### src/ecrb_map.vh
// register map, field positions, reset values and key codes of the
// configuration portal and channel capability registers
// assumes inclusion by ecrb_top.v only
`ifndef ECRB_MAP_VH
`define ECRB_MAP_VH

`define ECRB_BASE_RESET 16'h008C
`define ECRB_KEY_ENABLE 8'h55
`define ECRB_KEY_DISABLE 8'hAA
`define ECRB_IDX_BANK_SEL 8'h07
`define ECRB_IDX_BASE_LO 8'h36
`define ECRB_IDX_BASE_HI 8'h37
`define ECRB_GLOBAL_LAST 8'h2F
`define ECRB_BANK_FIRST 8'h30
`define ECRB_BANK_HOST 8'h00
`define ECRB_BANK_LPC 8'h01
`define ECRB_BANK_RESET 8'h00
`define ECRB_READ_RESERVED 8'h00
`define ECRB_READ_LOCKED 8'hFF

`define ECRB_LOC_PERIPH 8'h10
`define ECRB_LOC_WIRE 8'h20

`define ECRB_PC_RDREQ_HI 14
`define ECRB_PC_RDREQ_LO 12
`define ECRB_PC_PAYSEL_HI 10
`define ECRB_PC_PAYSEL_LO 8
`define ECRB_PC_PAYSUP_HI 6
`define ECRB_PC_PAYSUP_LO 4
`define ECRB_PC_BME 2
`define ECRB_CH_READY 1
`define ECRB_CH_ENABLE 0
`define ECRB_PC_FIELD_RESET 3'h1
`define ECRB_PC_PAYSUP 3'h1
`define ECRB_PC_BME_RESET 1'h0
`define ECRB_PC_EN_RESET 1'h1

`define ECRB_VW_OPCNT_HI 21
`define ECRB_VW_OPCNT_LO 16
`define ECRB_VW_SUPCNT_HI 13
`define ECRB_VW_SUPCNT_LO 8
`define ECRB_VW_SUPCNT 6'h3F
`define ECRB_VW_OPCNT_RESET 6'h00
`define ECRB_VW_EN_RESET 1'h0

`endif

### src/ecrb_top.v
// configuration portal, bank select and ecspi channel capability registers
// assumes a link decoder that presents one host i/o cycle or one
// configuration command per strobe, synchronous to I_CLOCK
//
// What this block does
// portal decodes at 008Ch select and 008Dh value after reset
// portal base movable to any even address, value byte at odd
// all other host i/o and memory cycles pass to lpc at once
// select byte picks register; value byte reads and writes it
// register numbers 00h to 2Fh are global and never banked
// writing register 07h chooses the bank seen at 30h to FFh
// bank 00h is host interface, bank 01h is lpc side
// reserved writes change nothing; reserved reads give 00h
// portal starts locked; 55h to select byte unlocks it
// every reset, platform reset too, relocks the portal
// AAh to select byte locks until 55h is written again
// portal bytes stay claimed while locked, never passed to lpc
// link reset also asserts the platform reset domain
// power-on reset resets all but the banked storage, and both other domains
// peripheral 10h: read request and payload select, default 001b
// peripheral supported payload bits 6:4 read 001b fixed
// ready mirrors enable; peripheral defaults 1, wire defaults 0
// wire 20h operating count bits 21:16, default 0, link reset
// wire supported count 3Fh; reserved channel bits read zero
// channel registers reached only by link configuration commands
// locked portal: value writes ignored, value reads return FFh
`timescale 1ns/1ps
`include "ecrb_map.vh"

module ecrb_top #(
   parameter BANK_REG_COUNT = 208
) (
   input wire I_CLOCK, // 40 MHz clock
   input wire I_RST_N, // platform reset, unused name kept for style
   input wire I_POWER_ON_RESET_IN_N, // power-on reset, active low
   input wire I_LINK_RESET_N, // link reset, active low
   input wire I_PLATFORM_RESET_N, // platform reset, active low
   input wire I_IO_STB, // one-cycle host i/o cycle strobe
   input wire I_IO_WR, // 1 write, 0 read
   input wire I_IO_MEM, // 1 memory cycle, 0 i/o cycle
   input wire [15:0] I_IO_ADDR, // host address (low 16 bits)
   input wire [7:0] I_IO_WDATA, // host write byte
   input wire I_CFG_STB, // one-cycle link configuration command
   input wire I_CFG_WR, // 1 set, 0 get
   input wire [7:0] I_CFG_LOC, // configuration location
   input wire [31:0] I_CFG_WDATA, // set data
   output reg O_IO_DONE, // portal cycle claimed and done
   output reg [7:0] O_IO_RDATA, // portal read byte
   output reg O_IO_FWD, // cycle forwarded to lpc side
   output reg O_CFG_DONE, // configuration command done
   output reg [31:0] O_CFG_RDATA, // get data
   output reg O_PORTAL_OPEN, // portal unlocked
   output reg [7:0] O_BANK_SEL, // selected bank
   output reg [15:0] O_PORTAL_BASE, // current portal base
   output reg O_PLATFORM_RESET_N, // platform reset domain out
   output reg O_LINK_RESET_N // link reset domain out
);

   reg [7:0] index;
   reg [15:0] base;
   reg open;
   reg [7:0] bank_select;
   reg [7:0] bank_mem [0:2*BANK_REG_COUNT-1];
   reg [2:0] pc_rdreq;
   reg [2:0] pc_paysel;
   reg pc_bme;
   reg pc_en;
   reg [5:0] vw_opcnt;
   reg vw_en;
   reg [7:0] rd_byte;
   reg [31:0] cfg_rd;
   wire por = ~I_POWER_ON_RESET_IN_N;
   wire link_rst = por | ~I_LINK_RESET_N;
   wire plt_rst = link_rst | ~I_PLATFORM_RESET_N;
   wire hit_idx = !I_IO_MEM && I_IO_ADDR == base;
   wire hit_dat = !I_IO_MEM && I_IO_ADDR == {base[15:1], 1'b1};
   wire is_global = index <= `ECRB_GLOBAL_LAST;
   wire banked_ok = !is_global &&
      (bank_select == `ECRB_BANK_HOST || bank_select == `ECRB_BANK_LPC);
   // bank 01h is stacked right above bank 00h so the array has no holes
   wire [31:0] bank_addr = (bank_select[0] ? BANK_REG_COUNT : 0) +
      {24'h000000, index} - {24'h000000, `ECRB_BANK_FIRST};
   wire [31:0] pc_word = {17'h00000, pc_rdreq, 1'b0, pc_paysel, 1'b0,
      `ECRB_PC_PAYSUP, 1'b0, pc_bme, pc_en, pc_en};
   wire [31:0] vw_word = {10'h000, vw_opcnt, 2'b00, `ECRB_VW_SUPCNT,
      6'h00, vw_en, vw_en};

   // portal read mux; locked reads give a constant
   always @* begin
      rd_byte = `ECRB_READ_RESERVED;
      if (!open)
         rd_byte = `ECRB_READ_LOCKED;
      else if (index == `ECRB_IDX_BANK_SEL)
         rd_byte = bank_select;
      else if (index == `ECRB_IDX_BASE_LO)
         rd_byte = base[7:0];
      else if (index == `ECRB_IDX_BASE_HI)
         rd_byte = base[15:8];
      else if (banked_ok)
         rd_byte = bank_mem[bank_addr];
   end

   always @* begin
      cfg_rd = 32'h00000000;
      if (I_CFG_LOC == `ECRB_LOC_PERIPH)
         cfg_rd = pc_word;
      else if (I_CFG_LOC == `ECRB_LOC_WIRE)
         cfg_rd = vw_word;
   end

   // portal state: every reset domain relocks it
   always @(posedge I_CLOCK) begin
      if (plt_rst) begin
         open <= 1'b0;
         index <= 8'h00;
         bank_select <= `ECRB_BANK_RESET;
         base <= `ECRB_BASE_RESET;
      end else if (I_IO_STB && I_IO_WR) begin
         if (hit_idx) begin
            index <= I_IO_WDATA;
            if (I_IO_WDATA == `ECRB_KEY_ENABLE)
               open <= 1'b1;
            else if (I_IO_WDATA == `ECRB_KEY_DISABLE)
               open <= 1'b0;
         end else if (hit_dat && open) begin
            if (index == `ECRB_IDX_BANK_SEL)
               bank_select <= I_IO_WDATA;
            else if (index == `ECRB_IDX_BASE_LO)
               base <= {base[15:8], I_IO_WDATA[7:1], 1'b0};
            else if (index == `ECRB_IDX_BASE_HI)
               base <= {I_IO_WDATA, base[7:0]};
         end
      end
   end

   // banked storage is not reset; a real logical device would hold
   // defined fields here, this array only gives them read-back
   always @(posedge I_CLOCK) begin
      if (!plt_rst && I_IO_STB && I_IO_WR && hit_dat && open && banked_ok)
         bank_mem[bank_addr] <= I_IO_WDATA;
   end

   // peripheral channel fields, platform reset domain
   always @(posedge I_CLOCK) begin
      if (plt_rst) begin
         pc_rdreq <= `ECRB_PC_FIELD_RESET;
         pc_paysel <= `ECRB_PC_FIELD_RESET;
         pc_bme <= `ECRB_PC_BME_RESET;
         pc_en <= `ECRB_PC_EN_RESET;
      end else if (I_CFG_STB && I_CFG_WR &&
            I_CFG_LOC == `ECRB_LOC_PERIPH) begin
         pc_rdreq <= I_CFG_WDATA[`ECRB_PC_RDREQ_HI:`ECRB_PC_RDREQ_LO];
         pc_paysel <= I_CFG_WDATA[`ECRB_PC_PAYSEL_HI:`ECRB_PC_PAYSEL_LO];
         pc_bme <= I_CFG_WDATA[`ECRB_PC_BME];
         pc_en <= I_CFG_WDATA[`ECRB_CH_ENABLE];
      end
   end

   // wire channel fields, link reset domain
   always @(posedge I_CLOCK) begin
      if (link_rst) begin
         vw_opcnt <= `ECRB_VW_OPCNT_RESET;
         vw_en <= `ECRB_VW_EN_RESET;
      end else if (I_CFG_STB && I_CFG_WR && I_CFG_LOC == `ECRB_LOC_WIRE) begin
         vw_opcnt <= I_CFG_WDATA[`ECRB_VW_OPCNT_HI:`ECRB_VW_OPCNT_LO];
         vw_en <= I_CFG_WDATA[`ECRB_CH_ENABLE];
      end
   end

   // answers: portal cycles are claimed even while locked
   always @(posedge I_CLOCK) begin
      if (plt_rst) begin
         O_IO_DONE <= 1'b0;
         O_IO_RDATA <= 8'h00;
         O_IO_FWD <= 1'b0;
         O_CFG_DONE <= 1'b0;
         O_CFG_RDATA <= 32'h00000000;
      end else begin
         O_IO_DONE <= I_IO_STB && (hit_idx || hit_dat);
         O_IO_FWD <= I_IO_STB && !hit_idx && !hit_dat;
         O_IO_RDATA <= (I_IO_STB && !I_IO_WR && hit_dat) ? rd_byte : 8'h00;
         O_CFG_DONE <= I_CFG_STB;
         O_CFG_RDATA <= (I_CFG_STB && !I_CFG_WR) ? cfg_rd : 32'h00000000;
      end
   end

   always @(posedge I_CLOCK) begin
      O_PLATFORM_RESET_N <= ~plt_rst;
      O_LINK_RESET_N <= ~link_rst;
      O_PORTAL_OPEN <= open & ~plt_rst;
      O_BANK_SEL <= plt_rst ? `ECRB_BANK_RESET : bank_select;
      O_PORTAL_BASE <= plt_rst ? `ECRB_BASE_RESET : base;
   end

endmodule // ecrb_top

### config.mk
export PLATFORM = sky130hd
export DESIGN_NAME = ecrb_top
export DESIGN_NICKNAME = d
export VERILOG_FILES = /design/src/ecrb_top.v
export VERILOG_INCLUDE_DIRS = /design/src
export SDC_FILE = /design/constraint.sdc
export NUM_CORES = 2
export LEC_CHECK = 0
export ABC_AREA = 1
export BUFFER_PORTS_ARGS = -buffer_cell sky130_fd_sc_hd__buf_2
export CORE_ASPECT_RATIO = 1.75
export CORE_MARGIN = 2
export CORE_UTILIZATION = 45
export DETAILED_ROUTE_END_ITERATION = 10
export GPL_TIMING_DRIVEN = 1
export PLACE_DENSITY = 0.68
export SLEW_MARGIN = 5
export SYNTH_ARGS = -nofsm -noshare
export SYNTH_HDL_FRONTEND = slang
export SYNTH_SLANG_ARGS = --single-unit
### constraint.sdc
create_clock -name I_CLOCK -period 3.2 [get_ports I_CLOCK]
set_input_delay 0.64 -clock I_CLOCK [delete_from_list [all_inputs] [get_ports I_CLOCK]]
set_output_delay 0.64 -clock I_CLOCK [all_outputs]
set_load 0.05 [all_outputs]
# Word level (Yosys, flattened, before mapping)

Memory sizes are Yosys's and may differ from the RTL's.
Cells that the tools add are included.

Register bits after elaboration: 107
RAM bits: 3328
Input port bits: 74
Output and inout port bits: 70
Logic and storage cells: 103
Memories kept: 1

Add/sub/neg operators: 2
$lt $le $gt $ge: 1
Equality and inequality tests: 10
Mux-type cells: 13
Bitwise gates (word level): 14
Reduce and logical (&&, ||, !) cells: 39

Memory list:

| memory   | depth | bits a word | read ports | clocked after memory_dff | write ports | RTL line      | text |
|---|---|---|---|---|---|---|---|
| bank_mem | 416   | 8           | 1          | 0                        | 1           | ecrb_top.v:63 | `reg [7:0] bank_mem [0:2*BANK_REG_COUNT-1];` |

Operator list:

| operator                                            | number |
|---|---|
| two-way mux 8 bit                                   | 7 |
| == test 16 bit                                      | 2 |
| == test 8 x 6 -> 1 bit, second input constant       | 3 |
| logical AND 1 bit                                   | 19 |
| two-way mux 15 bit                                  | 1 |
| two-way mux 14 bit                                  | 1 |
| NOT 1 bit                                           | 11 |
| adder 8 x 8 -> 9 bit                                | 1 |
| subtractor 9 x 6 -> 9 bit, second input constant    | 1 |
| == test 8 x 1 -> 1 bit, second input constant       | 1 |
| == test 8 x 3 -> 1 bit, second input constant       | 1 |
| == test 8 x 5 -> 1 bit, second input constant       | 1 |
| == test 8 x 7 -> 1 bit, second input constant       | 1 |
| == test 8 bit, second input constant                | 1 |
| <= comparator 8 x 6 -> 1 bit, second input constant | 1 |
| zero test 8 bit                                     | 1 |
| zero test 1 bit                                     | 7 |
| AND reduction 6 bit                                 | 1 |
| AND reduction 5 bit                                 | 1 |
| two-way mux 1 bit                                   | 4 |
| AND reduction 4 bit                                 | 1 |
| OR reduction 2 bit                                  | 2 |
| OR reduction 4 bit                                  | 1 |
| AND reduction 3 bit                                 | 1 |
| other kinds (6)                                     | 8 |

# Longest topological paths before layout

Word-level depth: 11
Gate-level depth with buffers: 22
Depth with buffers taken out: 19

# Worst setup path before layout

No wires, ideal clock.

Path kind: register to register
Start: register index[7]
End: memory bank_mem[54][0], enable pin
Library setup time: 0.370 ns
Arrival time: 2.766 ns
Data required time: 2.830 ns
Path slack: 0.064 ns
Stages on the path, launching flop included: 12
Buffers on the path: 2
Period minus slack after synthesis: 3.136 ns
Cells stage by stage: dfxtp_1 inv_1 ha_1 inv_1 ha_1 xnor2_1 inv_1 nor3_1 clkbuf_1 nand2_1 buf_1 nor2_1

Cells in the longest elaborated chain, start to end: 6
Elaborated cells on any way between the ends: 8
Classes of those cells: add/sub (2); order compare (1); mux (2); reduce/logical (3)

Ends and longest elaborated chain:

| item                                                                         | RTL line       | text |
|---|---|---|
| start: declaration                                                           | ecrb_top.v:59  | `reg [7:0] index;` |
| start signal: assignment                                                     | ecrb_top.v:115 | `index <= 8'h00;` |
| start signal: assignment                                                     | ecrb_top.v:120 | `index <= I_IO_WDATA;` |
| parallel branches: the longest is 6 deep, another holds adder 8 x 8 -> 9 bit | --             |  |
| end: declaration                                                             | ecrb_top.v:63  |  |

Several ways; the timed one is not identified.

# Final worst setup path

Start: register index[0]
End: register O_IO_RDATA[5]

Cells in the longest elaborated chain, start to end: 8
Elaborated cells on any way between the ends: 14
Classes of those cells: add/sub (2); order compare (1); eq/ne (3); mux (5); reduce/logical (2); memory (1)

Ends and longest elaborated chain:

| item                                                                        | RTL line                     | text |
|---|---|---|
| adder 8 x 8 -> 9 bit / <= comparator 8 x 6 -> 1 bit (equally long branches) | --                           |  |
| subtractor 9 x 6 -> 9 bit / zero test 1 bit (equally long branches)         | ecrb_top.v:81, ecrb_top.v:78 |  |
| memory (416 x 8 bit) / logical AND 1 bit (equally long branches)            | --                           |  |
| two-way mux 8 bit                                                           | ecrb_top.v:99                | `else if (banked_ok)` |
| two-way mux 8 bit                                                           | ecrb_top.v:97                | `` else if (index == `ECRB_IDX_BASE_HI) `` |
| two-way mux 8 bit                                                           | ecrb_top.v:95                | `` else if (index == `ECRB_IDX_BASE_LO) `` |
| two-way mux 8 bit (*)                                                       | ecrb_top.v:93                | `` else if (index == `ECRB_IDX_BANK_SEL) `` |
| two-way mux 8 bit (*)                                                       | ecrb_top.v:91                | `if (!open)` |
| end signal: assignment                                                      | ecrb_top.v:181               | `O_IO_RDATA <= (I_IO_STB && !I_IO_WR && hit_dat) ? rd_byte : 8'h00;` |
| end: declaration                                                            | ecrb_top.v:48                | `output reg [7:0] O_IO_RDATA,` |

Mark *: on every way between the ends. The rest lies on a longest branch, timed or not.
A chain may end at the register's enable or synchronous reset.

==> results.toml <==
[power]
ir_worst_vdd_mv = 0.447
pwr-share-comb_pct = 1.3
switching_share_pct = 19.7
p_int_mw = 68.5
finalPower_mw = 85.4
power_density_nw_per_um2 = 518
pwr-share-clk_pct = 41.2
p_sw_mw = 16.8
leakagePower_nw = 64.9
sequentialPowerShare_pct = 57.6

[logic_synthesis]
synth_ff_type = "edfxtp_1"
synth_cell_type_count = 45
ys_seq_area_share_pct = 72.2
synth-seq-cells = 3428
syn_area_per_cell_sq_um = 10.6
ys_warn_count = 0
async_flop_share_pct = 0
syn_inst = 13300
synth_edf_count = 3328
netlist_area_sq_um = 141000

[job]
maxCapViolations = 0

[drt]
wl_um = 397000
via_per_inst = 5.24
wl_per_cell_um = 21.5
antenna_left = 0
drcViolationCount = 0
vias = 96500
drtIter0Drc = 8532
firstDrtPassIters = 8

[cts]
htree_num_levels = 5
cts_tree = "built"
clk_path_buf_depth = 4
clk_pin_slew_worst_paths_ps = 70
clock_sinks = 3428
cts_made_buffers = 292
root_buffer = "clkbuf_16"
insertion_delay_ps = 900

[die]
die_h_um = 745
start_util_pct = 45.1
core_sq_um = 313000
ios = 144
row_count = 272
dieArea_sq_um = 318000
die_x_um = 427

[place]
place_congestion = 0.914
port_buffers = 108
post-place-ws_ps = -152
dpl.hpwl_um = 254000

[sta]
period_share_pct = 99.3
clock_skew_ps = 35.2
maxSlewHeadroom_pct = 40.2
hold_viol = 0
fmax_mhz = 315
setup_viol = 0
fin_crit_ps = 3180
worst_slew_pin_slew_ps = 898
postLayoutSetupSlackWorst_ps = 21.6
slew_viol_final = 0
grt_setup_unrepaired = "true"

[global_route]
grt_pass1_vias = 93900
overflow = 0
grt_pass1_wl_um = 581000
antenna_found_initial = 5
grt_max_degree = 128
grt_use_total_pct = 24.4

[status]
status = "finished, final reports clean"

[worst_setup_path]
cp_data_required_time_ps = 3950
worst_path_largest_cell_delay_ps = 420
path_cells = "buf_6, buf_12, buf_4, nand2_1, nand2_1, nand2_1, nand2_1, nand2_1, nand2_1, nor2_1, nor2_1, nor2_2, buf_4, nand2_1, nand2_1, nand2_1, nor2_2, nand2_1, nand2_1, nand2_1, nand2_1, a21oi_1"
worstPathArrival_ps = 3920
crit_fanout = 58
worst-setup-path-type = "register to register"
cp-start-kind = "register"
cpMostUsedCell = "nand2_1"
slowest_stage = "dfxtp_4"
end_kind = "register"

[layout]
drive_above_1_share_pct = 12.5
layout.nets = 14200
area_delta_synth_final_pct = 16.7

[hold_path]
min_path_type = "primary input to register"
[flip-flops by register name, indices dropped and copies added (netlist names)]
signal              count
pc_bme                  1
pc_en                   1
vw_en                   1
O_LINK_RESET_N          1
O_CFG_RDATA            16
O_IO_FWD                1
base                   15
vw_opcnt                6
pc_paysel               3
O_PORTAL_OPEN           1
bank_select             8
O_PORTAL_BASE          15
bank_mem             3328
O_PLATFORM_RESET_N      1
O_BANK_SEL              8
open                    1
O_CFG_DONE              1
index                   8
pc_rdreq                3
O_IO_DONE               1
O_IO_RDATA              8
[routing by layer]
| metal | up-vias | track usage (%) | share of wire, % |
|---|---|---|---|
| li1 | 45300 | - | - |
| met1 | 46400 | 27.6 | 35 |
| met2 | 3798 | 43.5 | 51 |
| met3 | 1037 | 3.06 | 6.5 |
| met4 | 4 | 15.4 | 7.1 |
| met5 | - | 0 | 0.0078 |
[cell usage in the layout (no fill, tap or decap), drive strengths merged]
master | netlist | layout
nor2 | 912 | 912
clkinvlp | 0 | 11
clkinv | 2 | 108
xnor2 | 5 | 5
diode | 0 | 3
dlygate4sd3 | 0 | 5
clkbuf | 287 | 361
o2111ai | 1 | 1
a21oi | 100 | 100
ha | 6 | 6
or2 | 7 | 7
a22o | 3 | 3
nor3 | 18 | 18
inv | 118 | 126
edfxtp | 3328 | 3328
xor2 | 3 | 3
nor4 | 7 | 7
nand3 | 192 | 192
a41oi | 6 | 6
a21o | 5 | 5
bufbuf | 0 | 1
dfxtp | 100 | 100
a211oi | 6 | 6
nand4 | 112 | 112
o211ai | 6 | 6
bufinv | 0 | 25
nand2 | 7391 | 7391
and2 | 2 | 2
conb | 1 | 16
o41ai | 1 | 1
or4 | 2 | 2
a22oi | 86 | 86
buf | 421 | 1237
o21ai | 129 | 129
[Yosys cell counts, types with 3 or more instances]
cell type | number | area share, %
a211oi_1 | 6 | 0.032
a21o_1 | 5 | 0.027
a21oi_1 | 100 | 0.35
a22o_1 | 3 | 0.019
a22oi_1 | 86 | 0.46
a41oi_1 | 6 | 0.037
buf_1 | 63 | 0.17
buf_2 | 313 | 1.1
buf_4 | 26 | 0.14
buf_6 | 18 | 0.14
clkbuf_1 | 287 | 0.76
dfxtp_1 | 100 | 1.4
edfxtp_1 | 3328 | 71
ha_1 | 6 | 0.053
inv_1 | 110 | 0.29
inv_2 | 8 | 0.021
nand2_1 | 7389 | 20
nand3_1 | 177 | 0.63
nand3_2 | 6 | 0.043
nand3_4 | 9 | 0.11
nand4_1 | 110 | 0.49
nor2_1 | 889 | 2.4
nor2_2 | 23 | 0.10
nor3_1 | 13 | 0.046
nor3_2 | 4 | 0.028
nor4_1 | 6 | 0.027
o211ai_1 | 6 | 0.032
o21ai_0 | 120 | 0.43
o21ai_1 | 9 | 0.032
or2_2 | 5 | 0.022
xnor2_1 | 5 | 0.031
xor2_1 | 3 | 0.019
[path summary, 6_finish.rpt]
kind               startpoint              end  slack [ps]  cells past startpoint
setup / recovery     index[0]    O_IO_RDATA[5]          20                     22
hold / removal       I_IO_STB         O_IO_FWD          60                      3
setup reg to reg     index[0]    O_IO_RDATA[5]          20                     22
hold reg to reg   vw_opcnt[1]  O_CFG_RDATA[17]         440                      2
[kinds of logic (layout without fill, tap and decap cells)]
logic type / after synthesis / count (layout) / share of synthesized area [%]
adder cells (fa/ha/maj): 6 / 6 / 0.0532
AND/OR/NAND/NOR: 8643 / 8643 / 23.6
AO/OA/AOI/OAI: 343 / 343 / 1.43
XOR/XNOR: 8 / 8 / 0.0496
flip-flops: 3428 / 3428 / 72.2
other: 1 / 19 / 0.00266
buffers and inverters: 828 / 1874 / 2.65
[repair_timing]
action / in CTS / in global routing
endpoints found under the setup margin: 7 / 19
pin swaps: 0 / 8
resized for setup: 22 / 87
hold buffers: 5 / 0
buffers inserted: 0 / 8
endpoints found under the hold margin: 5 / 0
gates cloned: 1 / 6
[metrics by stage]
step / cells / setup TNS, ps / hold slack, ps / instance area, sq um / util [%]
2_1_floorplan: 13300 / 0 / 416 / 141000 / -
3_3_place_gp: 17900 / -626 / 421 / 155000 / 49.5
3_5_place_dp: 17900 / -1010 / 425 / 155000 / 49.5
4_1_cts: 18400 / -40.4 / 4.34 / 164000 / 52.5
5_1_grt: 18400 / -198 / 55.5 / 165000 / 52.7
6_report: 18400 / 0 / 58.1 / 165000 / 52.7
[layout make-up]
type,count,area (sq um)
clock inverters,149,1400
multi-input cells,9016,35800
flip-flops and latches,3428,102000
diodes,3,7.51
repair inverters,1,8.76
repair buffers,1248,12100
fillers,26300,148000
inverters,120,510
well taps,4110,5140
clock buffers,356,7750
[power by group through the flow]
| stage | clock [mW] | sequential [mW] | combinational (mW) |
|---|---|---|---|
| after floorplan | 0 | 50.2 | 0.0946 |
| after global placement | 0 | 50.1 | 1.04 |
| after detailed placement | 0 | 50.1 | 1.06 |
| after CTS | 35.4 | 49.1 | 1.07 |
| after global routing | 37.0 | 49.1 | 1.13 |
| final | 35.1 | 49.1 | 1.08 |
[critical path, delay by kind of cell (launching register included)]
| family | cells | cell delay (ps) |
|---|---|---|
| AND/OR/NAND/NOR | 17 | 1750 |
| buffers and inverters | 4 | 750 |
| flip-flops | 1 | 420 |
| AO/OA/AOI/OAI | 1 | 60 |
(Power assumes the default switching activity.)
